**src/verilog/ocm_pkg.sv**
```systemverilog
// shared constants and types of the clock-source fault monitor
// assumes a single system clock; every consumer imports the whole package
package ocm_pkg;

    // ------------------------------------------------------------
    // timing
    // ------------------------------------------------------------
    localparam int unsigned CLK_FREQ_MHZ    = 100;
    localparam int unsigned OSC_SETTLE_MS   = 200;
    // settle time in system clock cycles, 20,000,000 at 100 MHz
    localparam int unsigned OSC_SETTLE_CYC  = OSC_SETTLE_MS * 1000 * CLK_FREQ_MHZ;

    // ------------------------------------------------------------
    // global clock status layout
    // ------------------------------------------------------------
    localparam int unsigned STAT_W          = 16;
    localparam int unsigned OSCILLATOR_FAILURE_FLAG_BIT    = 0;
    localparam int unsigned PLL_SLIP_BIT    = 8;

    // ------------------------------------------------------------
    // reset values
    // ------------------------------------------------------------
    localparam logic        OSC_EN_RST      = 1'b1;
    localparam logic        PLL_EN_RST      = 1'b0;

    // ------------------------------------------------------------
    // peripheral clock divider widths
    // ------------------------------------------------------------
    localparam int unsigned DIV_W           = 4;

    // fault-detection startup phases
    typedef enum logic {
        OCM_ST_SETTLE,
        OCM_ST_MONITOR
    } ocm_mon_state_t;

endpackage

```
**src/verilog/ocm_clk_if.sv**
```systemverilog
// carrier between the monitor top and its peripheral clock aligner
// assumes both ends sit on the same system clock
`timescale 1ns/1ps

interface ocm_clk_if;
    import ocm_pkg::*;

    // ratio settings and the aligned tick strobes
    logic [DIV_W-1:0] sec_div;
    logic [DIV_W-1:0] per_mult;
    logic             sec_tick;
    logic             per_tick;

    modport ctrl (
        output sec_div,
        output per_mult,
        input  sec_tick,
        input  per_tick
    );

    modport gen (
        input  sec_div,
        input  per_mult,
        output sec_tick,
        output per_tick
    );
endinterface

```
**src/verilog/ocm_clk_align.sv**
```systemverilog
// peripheral clock aligner: secondary and peripheral ticks from one counter chain
// assumes settings are static while in use; a change restarts both clocks together
`timescale 1ns/1ps

module ocm_clk_align
    import ocm_pkg::*;
(
    // clock and reset
    input  wire logic clock,
    input  wire logic rst_n,
    // ratio settings in, ticks out
    ocm_clk_if.gen    clk_if
);

    // ------------------------------------------------------------
    // counter chain
    // ------------------------------------------------------------
    logic [DIV_W-1:0]   sec_cnt_q,  sec_cnt_d;
    logic [DIV_W-1:0]   per_cnt_q,  per_cnt_d;
    logic [2*DIV_W-1:0] cfg_q,      cfg_d;
    logic               sec_tick_q, sec_tick_d;
    logic               per_tick_q, per_tick_d;
    logic               restart;
    logic               sec_wrap;

    assign cfg_d   = {clk_if.sec_div, clk_if.per_mult};
    assign restart = (cfg_d != cfg_q);

    // peripheral tick only ever fires on a secondary tick, so edges coincide
    always_comb begin
        sec_wrap   = (sec_cnt_q == clk_if.sec_div);
        sec_cnt_d  = sec_wrap ? '0 : sec_cnt_q + 1'b1;
        per_cnt_d  = per_cnt_q;
        sec_tick_d = sec_wrap;
        per_tick_d = sec_wrap && (per_cnt_q == clk_if.per_mult);
        if (sec_wrap) begin
            per_cnt_d = (per_cnt_q == clk_if.per_mult) ? '0 : per_cnt_q + 1'b1;
        end
        // realign from a common origin rather than drift into a new phase
        if (restart) begin
            sec_cnt_d  = '0;
            per_cnt_d  = '0;
            sec_tick_d = 1'b0;
            per_tick_d = 1'b0;
        end
    end

    // reset puts both counters at the same origin
    always_ff @(posedge clock or negedge rst_n) begin
        if (!rst_n) begin
            sec_cnt_q  <= '0;
            per_cnt_q  <= '0;
            cfg_q      <= '0;
            sec_tick_q <= 1'b0;
            per_tick_q <= 1'b0;
        end else begin
            sec_cnt_q  <= sec_cnt_d;
            per_cnt_q  <= per_cnt_d;
            cfg_q      <= cfg_d;
            sec_tick_q <= sec_tick_d;
            per_tick_q <= per_tick_d;
        end
    end

    assign clk_if.sec_tick = sec_tick_q;
    assign clk_if.per_tick = per_tick_q;
endmodule

```
**src/verilog/osc_pll_fault_clock_monitor.sv**
```systemverilog
// clock-source supervision: oscillator fault, pll slip, fallback switching,
// disable protection and aligned peripheral clock ticks
// assumes fault inputs are synchronous levels and request inputs are one-cycle pulses
`timescale 1ns/1ps

// Overview of operation
// - after reset, wait the oscillator settle time before watching for oscillator faults
// - an oscillator fault sets the sticky oscillator failure flag, status bit 0
// - oscillator fault moves source 0 and source 1 onto the fallback oscillator
// - oscillator fault raises an error if enabled, and a reset if configured
// - a pll slip sets the sticky pll slip flag, status bit 8
// - a pll slip moves source 1 off the pll until cleared
// - a pll slip raises an error if enabled, and a reset if configured
// - pll output reaches no domain until software clears both the slip and oscillator failure flags
// - a disable request for a source in use, including by the pll, is rejected
// - a stable pll feeding a domain keeps the oscillator from being disabled
// - peripheral clock edges coincide with secondary clock edges, also after reset
module osc_pll_fault_clock_monitor
    import ocm_pkg::*;
#(
    parameter int unsigned SETTLE_CYCLES = OSC_SETTLE_CYC
) (
    // clock and reset
    input  wire logic                 clock,
    input  wire logic                 rst_n,
    // fault detectors
    input  wire logic                 osc_fault_raw,
    input  wire logic                 pll_slip_raw,
    input  wire logic                 pll_stable,
    // software flag clears, one-cycle pulses
    input  wire logic                 oscillator_failure_flag_clear,
    input  wire logic                 pll_slip_clear,
    // response controls
    input  wire logic                 err_enable,
    input  wire logic                 reset_on_oscillator_failure_flag,
    input  wire logic                 reset_on_slip,
    // source enable and disable requests, one-cycle pulses
    input  wire logic                 osc_enable_req,
    input  wire logic                 osc_disable_req,
    input  wire logic                 pll_enable_req,
    input  wire logic                 pll_disable_req,
    // source usage by clock domains
    input  wire logic                 dom_uses_osc,
    input  wire logic                 dom_uses_pll,
    // peripheral clock ratio settings
    input  wire logic [DIV_W-1:0]     sec_div,
    input  wire logic [DIV_W-1:0]     per_mult,
    // status
    output logic      [STAT_W-1:0]    global_clock_status,
    output logic                      monitor_active,
    output logic                      osc_enabled,
    output logic                      pll_enabled,
    output logic                      disable_rejected,
    // clock routing
    output logic                      src0_on_fallback,
    output logic                      src1_on_fallback,
    output logic                      pll_to_domains,
    // responses to the error signalling module and reset logic
    output logic                      error_signal,
    output logic                      reset_request,
    // aligned peripheral clock ticks
    output logic                      sec_tick,
    output logic                      per_tick
);

    // ------------------------------------------------------------
    // oscillator settle window
    // ------------------------------------------------------------
    localparam logic [31:0] SETTLE_LAST = 32'(SETTLE_CYCLES - 1);

    ocm_mon_state_t state_q, state_d;
    logic [31:0]    cnt_q,   cnt_d;
    logic           mon_active;

    // a fault seen during settling is a young oscillator, not a failure
    always_comb begin
        state_d = state_q;
        cnt_d   = cnt_q;
        unique case (state_q)
            OCM_ST_SETTLE: begin
                if (cnt_q == SETTLE_LAST) begin
                    state_d = OCM_ST_MONITOR;
                end else begin
                    cnt_d = cnt_q + 32'h0000_0001;
                end
            end
            OCM_ST_MONITOR: begin
                state_d = OCM_ST_MONITOR;
            end
        endcase
    end

    always_ff @(posedge clock or negedge rst_n) begin
        if (!rst_n) begin
            state_q <= OCM_ST_SETTLE;
            cnt_q   <= 32'h0000_0000;
        end else begin
            state_q <= state_d;
            cnt_q   <= cnt_d;
        end
    end

    assign mon_active = (state_q == OCM_ST_MONITOR);

    // ------------------------------------------------------------
    // sticky fault flags and responses
    // ------------------------------------------------------------
    logic osc_flag_q,  osc_flag_d;
    logic slip_flag_q, slip_flag_d;
    logic err_q,       err_d;
    logic rst_req_q,   rst_req_d;
    logic src0_fb_q,   src0_fb_d;
    logic src1_fb_q,   src1_fb_d;
    logic pll_out_q,   pll_out_d;
    logic osc_rise;
    logic slip_rise;
    // enable state sits here because the pll gate below already reads it
    logic osc_en_q,    osc_en_d;
    logic pll_en_q,    pll_en_d;
    logic rej_q,       rej_d;
    logic osc_in_use;

    // set wins over a clear in the same cycle so no fault is lost
    always_comb begin
        osc_flag_d  = (osc_flag_q & ~oscillator_failure_flag_clear) | (mon_active & osc_fault_raw);
        slip_flag_d = (slip_flag_q & ~pll_slip_clear) | pll_slip_raw;
        osc_rise    = osc_flag_d & ~osc_flag_q;
        slip_rise   = slip_flag_d & ~slip_flag_q;
        err_d       = err_enable & (osc_rise | slip_rise);
        rst_req_d   = (reset_on_oscillator_failure_flag & osc_rise) | (reset_on_slip & slip_rise);
        // blocking follows the flags, so only a clear releases it
        src0_fb_d   = osc_flag_d;
        src1_fb_d   = osc_flag_d | slip_flag_d;
        // restart alone is not enough; both flags must be cleared first
        pll_out_d   = pll_en_q & pll_stable & ~slip_flag_d & ~osc_flag_d;
    end

    always_ff @(posedge clock or negedge rst_n) begin
        if (!rst_n) begin
            osc_flag_q  <= 1'b0;
            slip_flag_q <= 1'b0;
            err_q       <= 1'b0;
            rst_req_q   <= 1'b0;
            src0_fb_q   <= 1'b0;
            src1_fb_q   <= 1'b0;
            pll_out_q   <= 1'b0;
        end else begin
            osc_flag_q  <= osc_flag_d;
            slip_flag_q <= slip_flag_d;
            err_q       <= err_d;
            rst_req_q   <= rst_req_d;
            src0_fb_q   <= src0_fb_d;
            src1_fb_q   <= src1_fb_d;
            pll_out_q   <= pll_out_d;
        end
    end

    // ------------------------------------------------------------
    // source enables with in-use protection
    // ------------------------------------------------------------
    // the pll depends on the oscillator, so an enabled pll counts as a user
    always_comb begin
        osc_in_use = dom_uses_osc | pll_en_q | (pll_stable & dom_uses_pll);
        osc_en_d   = osc_en_q;
        pll_en_d   = pll_en_q;
        rej_d      = 1'b0;
        if (osc_enable_req) begin
            osc_en_d = 1'b1;
        end else if (osc_disable_req) begin
            if (osc_in_use) begin
                rej_d = 1'b1;
            end else begin
                osc_en_d = 1'b0;
            end
        end
        if (pll_enable_req) begin
            pll_en_d = 1'b1;
        end else if (pll_disable_req) begin
            if (dom_uses_pll) begin
                rej_d = 1'b1;
            end else begin
                pll_en_d = 1'b0;
            end
        end
    end

    always_ff @(posedge clock or negedge rst_n) begin
        if (!rst_n) begin
            osc_en_q <= OSC_EN_RST;
            pll_en_q <= PLL_EN_RST;
            rej_q    <= 1'b0;
        end else begin
            osc_en_q <= osc_en_d;
            pll_en_q <= pll_en_d;
            rej_q    <= rej_d;
        end
    end

    // ------------------------------------------------------------
    // peripheral clock alignment
    // ------------------------------------------------------------
    ocm_clk_if u_clk_if ();

    assign u_clk_if.sec_div  = sec_div;
    assign u_clk_if.per_mult = per_mult;

    ocm_clk_align u_align (
        .clock  (clock),
        .rst_n  (rst_n),
        .clk_if (u_clk_if.gen)
    );

    // ------------------------------------------------------------
    // outputs
    // ------------------------------------------------------------
    always_comb begin
        global_clock_status               = '0;
        global_clock_status[OSCILLATOR_FAILURE_FLAG_BIT] = osc_flag_q;
        global_clock_status[PLL_SLIP_BIT] = slip_flag_q;
    end

    assign monitor_active   = mon_active;
    assign osc_enabled      = osc_en_q;
    assign pll_enabled      = pll_en_q;
    assign disable_rejected = rej_q;
    assign src0_on_fallback = src0_fb_q;
    assign src1_on_fallback = src1_fb_q;
    assign pll_to_domains   = pll_out_q;
    assign error_signal     = err_q;
    assign reset_request    = rst_req_q;
    assign sec_tick         = u_clk_if.sec_tick;
    assign per_tick         = u_clk_if.per_tick;
endmodule

```
**config.mk**
```make
export PLATFORM = sky130hd
export DESIGN_NAME = osc_pll_fault_clock_monitor
export DESIGN_NICKNAME = d
export VERILOG_FILES = /design/src/verilog/ocm_pkg.sv /design/src/verilog/ocm_clk_if.sv /design/src/verilog/ocm_clk_align.sv /design/src/verilog/osc_pll_fault_clock_monitor.sv
export SDC_FILE = /design/constraint.sdc
export NUM_CORES = 1
export LEC_CHECK = 0
export ABC_AREA = 1
export ABC_CLOCK_PERIOD_IN_PS = 4310
export BUFFER_PORTS_ARGS = -buffer_cell sky130_fd_sc_hd__buf_2
export CAP_MARGIN = 5
export CORE_UTILIZATION = 45
export DETAILED_ROUTE_END_ITERATION = 10
export GPL_TIMING_DRIVEN = 0
export REMOVE_ABC_BUFFERS = 1
export SLEW_MARGIN = 20
export SYNTH_ARGS = -nofsm -noshare
export SYNTH_HDL_FRONTEND = slang
export SYNTH_HIERARCHICAL = 1
export SYNTH_SLANG_ARGS = --single-unit
```
**constraint.sdc**
```tcl
create_clock -name clock -period 4.31 [get_ports clock]
set_input_delay 0.862 -clock clock [delete_from_list [all_inputs] [get_ports clock]]
set_output_delay 0.862 -clock clock [all_outputs]
set_load 0.01 [all_outputs]
```
==> flow_metrics.tcl, run 1 <==
set metrics [dict create \
    cts_root_buf "clkbuf_8" \
    p_total_mw 1.150 \
    fmax_ghz 0.4726 \
    path_class "reg -> reg" \
    grt_max_degree 61 \
    num_rows 33 \
    slowest_stage "o21bai_4" \
    area_delta_synth_final_pct 9.855 \
    io_pins 51 \
    status "finished, final reports clean" \
    cp-start-kind "flip-flop" \
    wl_um 7892 \
    hold_class "reg -> reg" \
    initial_utilization 0.4635 \
    synth_cell_type_count 27 \
    dr_total_vias 3270 \
    cts_resized 0 \
    yosysWarnings 6 \
    cts.path.max_buffers 2 \
    numPortBuffers 36 \
    tritoncts "yes" \
    chipHeight_um 94 \
    setup_viol_count_final 0 \
    dr.first_iter.drc_count 191 \
    gp_congestion 0.8855 \
    cts_setup_buffers 0 \
    cp-end-kind "flip-flop" \
    cp_slowest_stage_delay_ns 0.64 \
    clk_latency_ns 0.35 \
    drtPass1Iterations 4 \
    nNetsFinal 633 \
    slew_violations 0 \
    ir_worst_vdd_mv 0.1358 \
    antenna_found_initial 0 \
    cts_buffers 9 \
    worstPathArrival_ns 2.40 \
    rsz0062_at_grt "false" \
    relSlewSlack 0.4729 \
    crit_fanout 33 \
    clock_skew_ns 0.01445 \
    post-route-min-period_ns 2.116 \
    grt_use_total 0.2003 \
    seq_area_frac_synth 0.3945 \
    wl_per_cell_um 11.02 \
    grt-ovfl-total 0 \
    syn_area_per_cell_sq_um 6.705 \
    drv_cap 0 \
    grt_pass1_wl_um 13540 \
    drc_errors 0 \
    grt_pass1_vias 2901 \
    die_area_sq_um 8836 \
    layout-drive-gt1-share 0.1408 \
    worstMarginPinSlew_ns 0.7886 \
    diodes 0 \
    power_density_nw_per_um2 275.0 \
    post_drt_via_cell_ratio 4.567 \
    path_clk_slew_ns 0.07 \
    required_ns 4.59 \
    finalHoldViolCount 0 \
    synth_seq_cells 60 \
    fill_cells 831 \
    htreeDepth 3 \
    coreArea_sq_um 8217 \
    cts_hold_buf 0 \
    die_w_um 94 \
    finalCritPeriodShare 0.4909 \
    mappedNetlistArea_sq_um 3809 \
    dp_hpwl_um 5777 \
    setup_tns_ns 0 \
    timing.critical_path.cells "ha_1 > inv_2 > nor2_4 > nand2_2 > clkinv_2 > nand2_2 > o21bai_4 > nand2_1 > nand2_1" \
    clock-sinks 60 \
    postSynthCellCount 568 \
    power_leakage_nw 2.188 \
    final_antenna_net_count 0 \
]
-- cell usage in the layout (no fill, tap or decap), types with 3 or more instances in the layout --
cell      Yosys  final
ha_1          3      3
nand2_1     258    258
a21oi_1       4      4
clkbuf_8      0     10
dfrtp_1      59     59
nand4_1       3      3
conb_1        1     14
o21ai_0       4      4
nand2_2       9      9
inv_2         8      8
nand3_1      31     31
nor2_4        2      3
nor2_2       11     10
buf_2         0     35
xor2_1       10     10
xnor2_1       7      7
nor2_1       72     72
inv_1        53     53
-- logic make-up after synthesis --
family	share of synthesized area
DFF	0.3945
buffers and inverters	0.1107
xor gates and xnor gates	0.03909
other	0.0009846
and+or+nand+nor	0.4228
adders and majority gates	0.009857
AOI/OAI and AO/OA	0.02201
-- flip-flops by register name, summed over array words and instances, names as in the netlist, 4 cells and up --
signal / count
cnt_q: 32
u_align/cfg_q: 8
u_align/sec_cnt_q: 4
u_align/per_cnt_q: 4
-- critical path, delay by kind of cell (launching register included) --
kind | cells | cell delay, ns
AO/OA/AOI/OAI | 1 | 0.64
flip-flops | 1 | 0.41
adder cells (fa/ha/maj) | 1 | 0.29
AND/OR/NAND/NOR | 5 | 0.55
buffers and inverters | 2 | 0.17
-- power by group --
group	switching (mW)	leakage, nW	internal [mW]
combinational	0.0468	1.31	0.0228
clock	0.224	0.0926	0.282
sequential	0.00378	0.789	0.571
-- final timing paths --
path,from,to,slack (ns),cells past startpoint
hold reg to reg,osc_enabled,osc_enabled,0.50,2
setup reg to reg,cnt_q[0],cnt_q[12],2.19,9
setup / recovery,cnt_q[0],cnt_q[12],2.19,9
max in group asynchronous,rst_n,cnt_q[19],3.20,1
hold / removal,osc_enabled,osc_enabled,0.50,2
min in group asynchronous,rst_n,cnt_q[21],0.58,1
-- area by class of cell --
cell class | count | area [sq um] | area share
clock inverter | 4 | 50.05 | 0.01196
timing repair buffer | 36 | 182.7 | 0.04366
inverter | 62 | 234.0 | 0.05592
clock buffer | 12 | 145.1 | 0.03469
multi-input combinational | 437 | 1938 | 0.4632
tap | 105 | 131.4 | 0.03140
sequential | 60 | 1503 | 0.3592
-- layer usage --
metal	track usage	share of wire
met1	0.2865	0.51
met2	0.2974	0.44
met3	0.04369	0.036
met4	0.06923	0.014
met5	0	0
-- synth_stat cells, drive strengths merged --
master  count  area [sq um]
clkinv      1         5.000
a21oi       4         20.02
inv        61         229.0
a32o        1         10.01
nand4       3         18.77
a21boi      2         15.01
conb        1         3.750
o21ai       4         20.02
xor2       10         87.58
nor2       86         381.6
nand3      31         155.2
dfrtp      59          1476
buf        22         187.7
o21bai      1         18.77
nand2     268          1036
or2         3         18.77
ha          3         37.54
dfstp       1         26.28
xnor2       7         61.31
-- metrics by stage --
step           cell area [sq um]  utilization  instances  hold slack [ns]  setup WS, ns
2_1_floorplan               3670            -        559           0.4740         2.363
3_3_place_gp                3981       0.4845        700           0.4828         1.850
3_5_place_dp                3989       0.4855        700           0.4837         2.207
4_1_cts                     4184       0.5092        716           0.4980         2.178
5_1_grt                     4184       0.5092        716           0.5476         1.894
6_report                    4184       0.5092        716           0.5000         2.194
No activity file was read; power rests on OpenSTA's default activity.
==> run 2: changes to the inputs <==
--- a/config.mk
+++ b/config.mk
@@ -6,12 +6,13 @@
 export NUM_CORES = 1
 export LEC_CHECK = 0
 export ABC_AREA = 1
-export ABC_CLOCK_PERIOD_IN_PS = 4310
+export ABC_CLOCK_PERIOD_IN_PS = 1880
 export BUFFER_PORTS_ARGS = -buffer_cell sky130_fd_sc_hd__buf_2
 export CAP_MARGIN = 5
 export CORE_UTILIZATION = 45
 export DETAILED_ROUTE_END_ITERATION = 10
 export GPL_TIMING_DRIVEN = 0
+export PLACE_DENSITY = 0.67
 export REMOVE_ABC_BUFFERS = 1
 export SLEW_MARGIN = 20
 export SYNTH_ARGS = -nofsm -noshare
==> constraint.sdc (replaced) <==
create_clock -name clock -period 1.88 [get_ports clock]
set_input_delay 0.376 -clock clock [delete_from_list [all_inputs] [get_ports clock]]
set_output_delay 0.376 -clock clock [all_outputs]
set_load 0.01 [all_outputs]
==> run 2 against run 1 <==
Maximum frequency increased by 22%. Clock power increased to 2.5 times the previous value. Worst hold slack got worse by 0.41 ns. Register-to-register slack got worse by 2.0 ns. Routed wire length increased by 4.8%. Final cell count increased by 1.7%. First-iteration DRC count increased by 6.3%. Highest routed layer unchanged.
==> flow_metrics.tcl, run 2 (same netlist as run 1, synthesis figures left out) <==
set metrics [dict create \
    cp-start-kind "flip-flop" \
    drtPass1Iterations 4 \
    dp_slack_ns -0.2718 \
    gp_congestion 0.8841 \
    area_delta_synth_final_pct 14.52 \
    dr.first_iter.drc_count 203 \
    numPortBuffers 36 \
    fmax_ghz 0.5774 \
    die_area_sq_um 8836 \
    finalHoldViolCount 0 \
    dpl_cell_area_sq_um 3989 \
    cts_hold_buf 0 \
    fin_cells 728 \
    post_drt_via_cell_ratio 4.727 \
    top_register "cnt_q" \
    initial_utilization 0.4635 \
    finalCritPeriodShare 0.9212 \
    cp-end-kind "flip-flop" \
    cts_root_buf "clkbuf_8" \
    path_class "reg -> reg" \
    wl_per_cell_um 11.36 \
    num_rows 33 \
    largest_reg_flops 32 \
    slew_violations 0 \
    wl_um 8272 \
    grt_pass1_wl_um 14100 \
    grt_pass1_vias 3105 \
    status "finished, final reports clean" \
    worstMarginPinSlew_ns 0.7756 \
    grt_max_degree 61 \
    io_pins 51 \
    coreArea_sq_um 8217 \
    clk_latency_ns 0.35 \
    p_switching_uw 655.2 \
    intPower_mw 2.108 \
    crit_fanout 8 \
    grt-ovfl-total 0 \
    drv_cap 0 \
    worstPathArrival_ns 1.96 \
    cts_buffers 9 \
    setup_tns_ns 0 \
    required_ns 2.11 \
    power_density_nw_per_um2 633.6 \
    htreeDepth 3 \
    p_comb_frac 0.058 \
    antenna_found_initial 0 \
    dr_total_vias 3441 \
    stdcell_area_sq_um 4362 \
    clock-sinks 60 \
    pwr-share-seq 0.477 \
    dp.cells 700 \
    clock_skew_ns 0.01593 \
    tritoncts "yes" \
    post-route-min-period_ns 1.732 \
    hold_class "in -> async" \
    relSlewSlack 0.4829 \
    path_clk_slew_ns 0.08 \
    final_antenna_net_count 0 \
    die_w_um 94 \
    chipHeight_um 94 \
    fin_ws_ns 0.1481 \
    swShare 0.2371 \
    power_leakage_nw 2.277 \
    fill_cells 792 \
    grt_use_total 0.2067 \
    dp_hpwl_um 5689 \
    rsz0062_at_grt "false" \
    p_clk_frac 0.465 \
    final_common_cell "nand2_1" \
    final_cell_mix "258 x nand2_1, 71 x nor2_1, 58 x dfrtp_1, 53 x inv_1, 35 x buf_2" \
    drc_errors 0 \
    diodes 0 \
    hold_slack_ns 0.09473 \
    nNetsFinal 645 \
    reg_top3 "cnt_q (32), u_align/cfg_q (8)" \
    setup_viol_count_final 0 \
    ir_worst_vdd_mv 0.3883 \
    layout-drive-gt1-share 0.1637 \
    cts.path.max_buffers 2 \
]
run 2: cell count changes in the layout (fill, tap and decap cells not counted), sizes merged:
cell / change
buf: +10
bufinv: +1
clkbuf: -2
clkinv: +1
nor2: +1
o21bai: +1
run 2: final timing paths:
| kind | start | end | slack [ns] | cells after the start |
|---|---|---|---|---|
| min | rst_n | u_align/cfg_q[1] | 0.09 | 1 |
| min in group clock | sec_div[2] | u_align/cfg_q[6] | 0.15 | 1 |
| max reg2reg | cnt_q[0] | cnt_q[17] | 0.15 | 11 |
| max | cnt_q[0] | cnt_q[17] | 0.15 | 11 |
| min reg2reg | osc_enabled | osc_enabled | 0.49 | 2 |
| max in group asynchronous | rst_n | cnt_q[0] | 1.21 | 1 |
run 2: layer usage:
| layer | share of wire | track usage | vias up |
|---|---|---|---|
| li1 | - | - | 1784 |
| met1 | 0.47 | 0.2838 | 1543 |
| met2 | 0.45 | 0.3193 | 100 |
| met3 | 0.062 | 0.04612 | 14 |
| met4 | 0.018 | 0.07308 | 0 |
| met5 | 0 | 0 | - |
run 2: area by class of cell:
type / instances / area [sq um] / share of cell area
tap: 105 / 131.4 / 0.03012
multi-input combinational: 439 / 1993 / 0.4570
clock inverter: 6 / 88.84 / 0.02037
timing repair buffer: 46 / 282.8 / 0.06483
clock buffer: 10 / 127.6 / 0.02926
sequential: 60 / 1504 / 0.3448
inverter: 62 / 234.0 / 0.05364
run 2: metrics by stage:
stage | utilization | power (mW)
floorplan | - | 1.426
global route | 0.5308 | 2.887
global placement | 0.4845 | 1.500
CTS | 0.5282 | 2.813
finish | 0.5308 | 2.763
detailed placement | 0.4855 | 1.506
run 2: repair_timing:
item                       4_1_cts  5_1_grt
setup endpoints to repair       33       32
cloned                           2        0
pin swaps                        5        1
setup buffers                    8        2
hold endpoints to repair         0        0
resized for setup                6        2
run 2: power by group through the flow:
stage	clock (mW)	combinational [mW]	sequential, mW
3_3_place_gp	0	0.158	1.34
4_1_cts	1.33	0.164	1.32
2_1_floorplan	0	0.0784	1.35
6_report	1.28	0.161	1.32
5_1_grt	1.38	0.188	1.32
3_5_place_dp	0	0.163	1.34
run 2: worst max-delay path, stage by stage (launching register included):
cell      delay [ns]
dfrtp_2         0.40
ha_4            0.18
inv_2           0.05
nor2_4          0.13
nand2_2         0.11
clkinv_2        0.10
nand2_4         0.09
nor2_4          0.20
nor2_4          0.06
buf_4           0.18
nand2_1         0.08
nand2_1         0.04
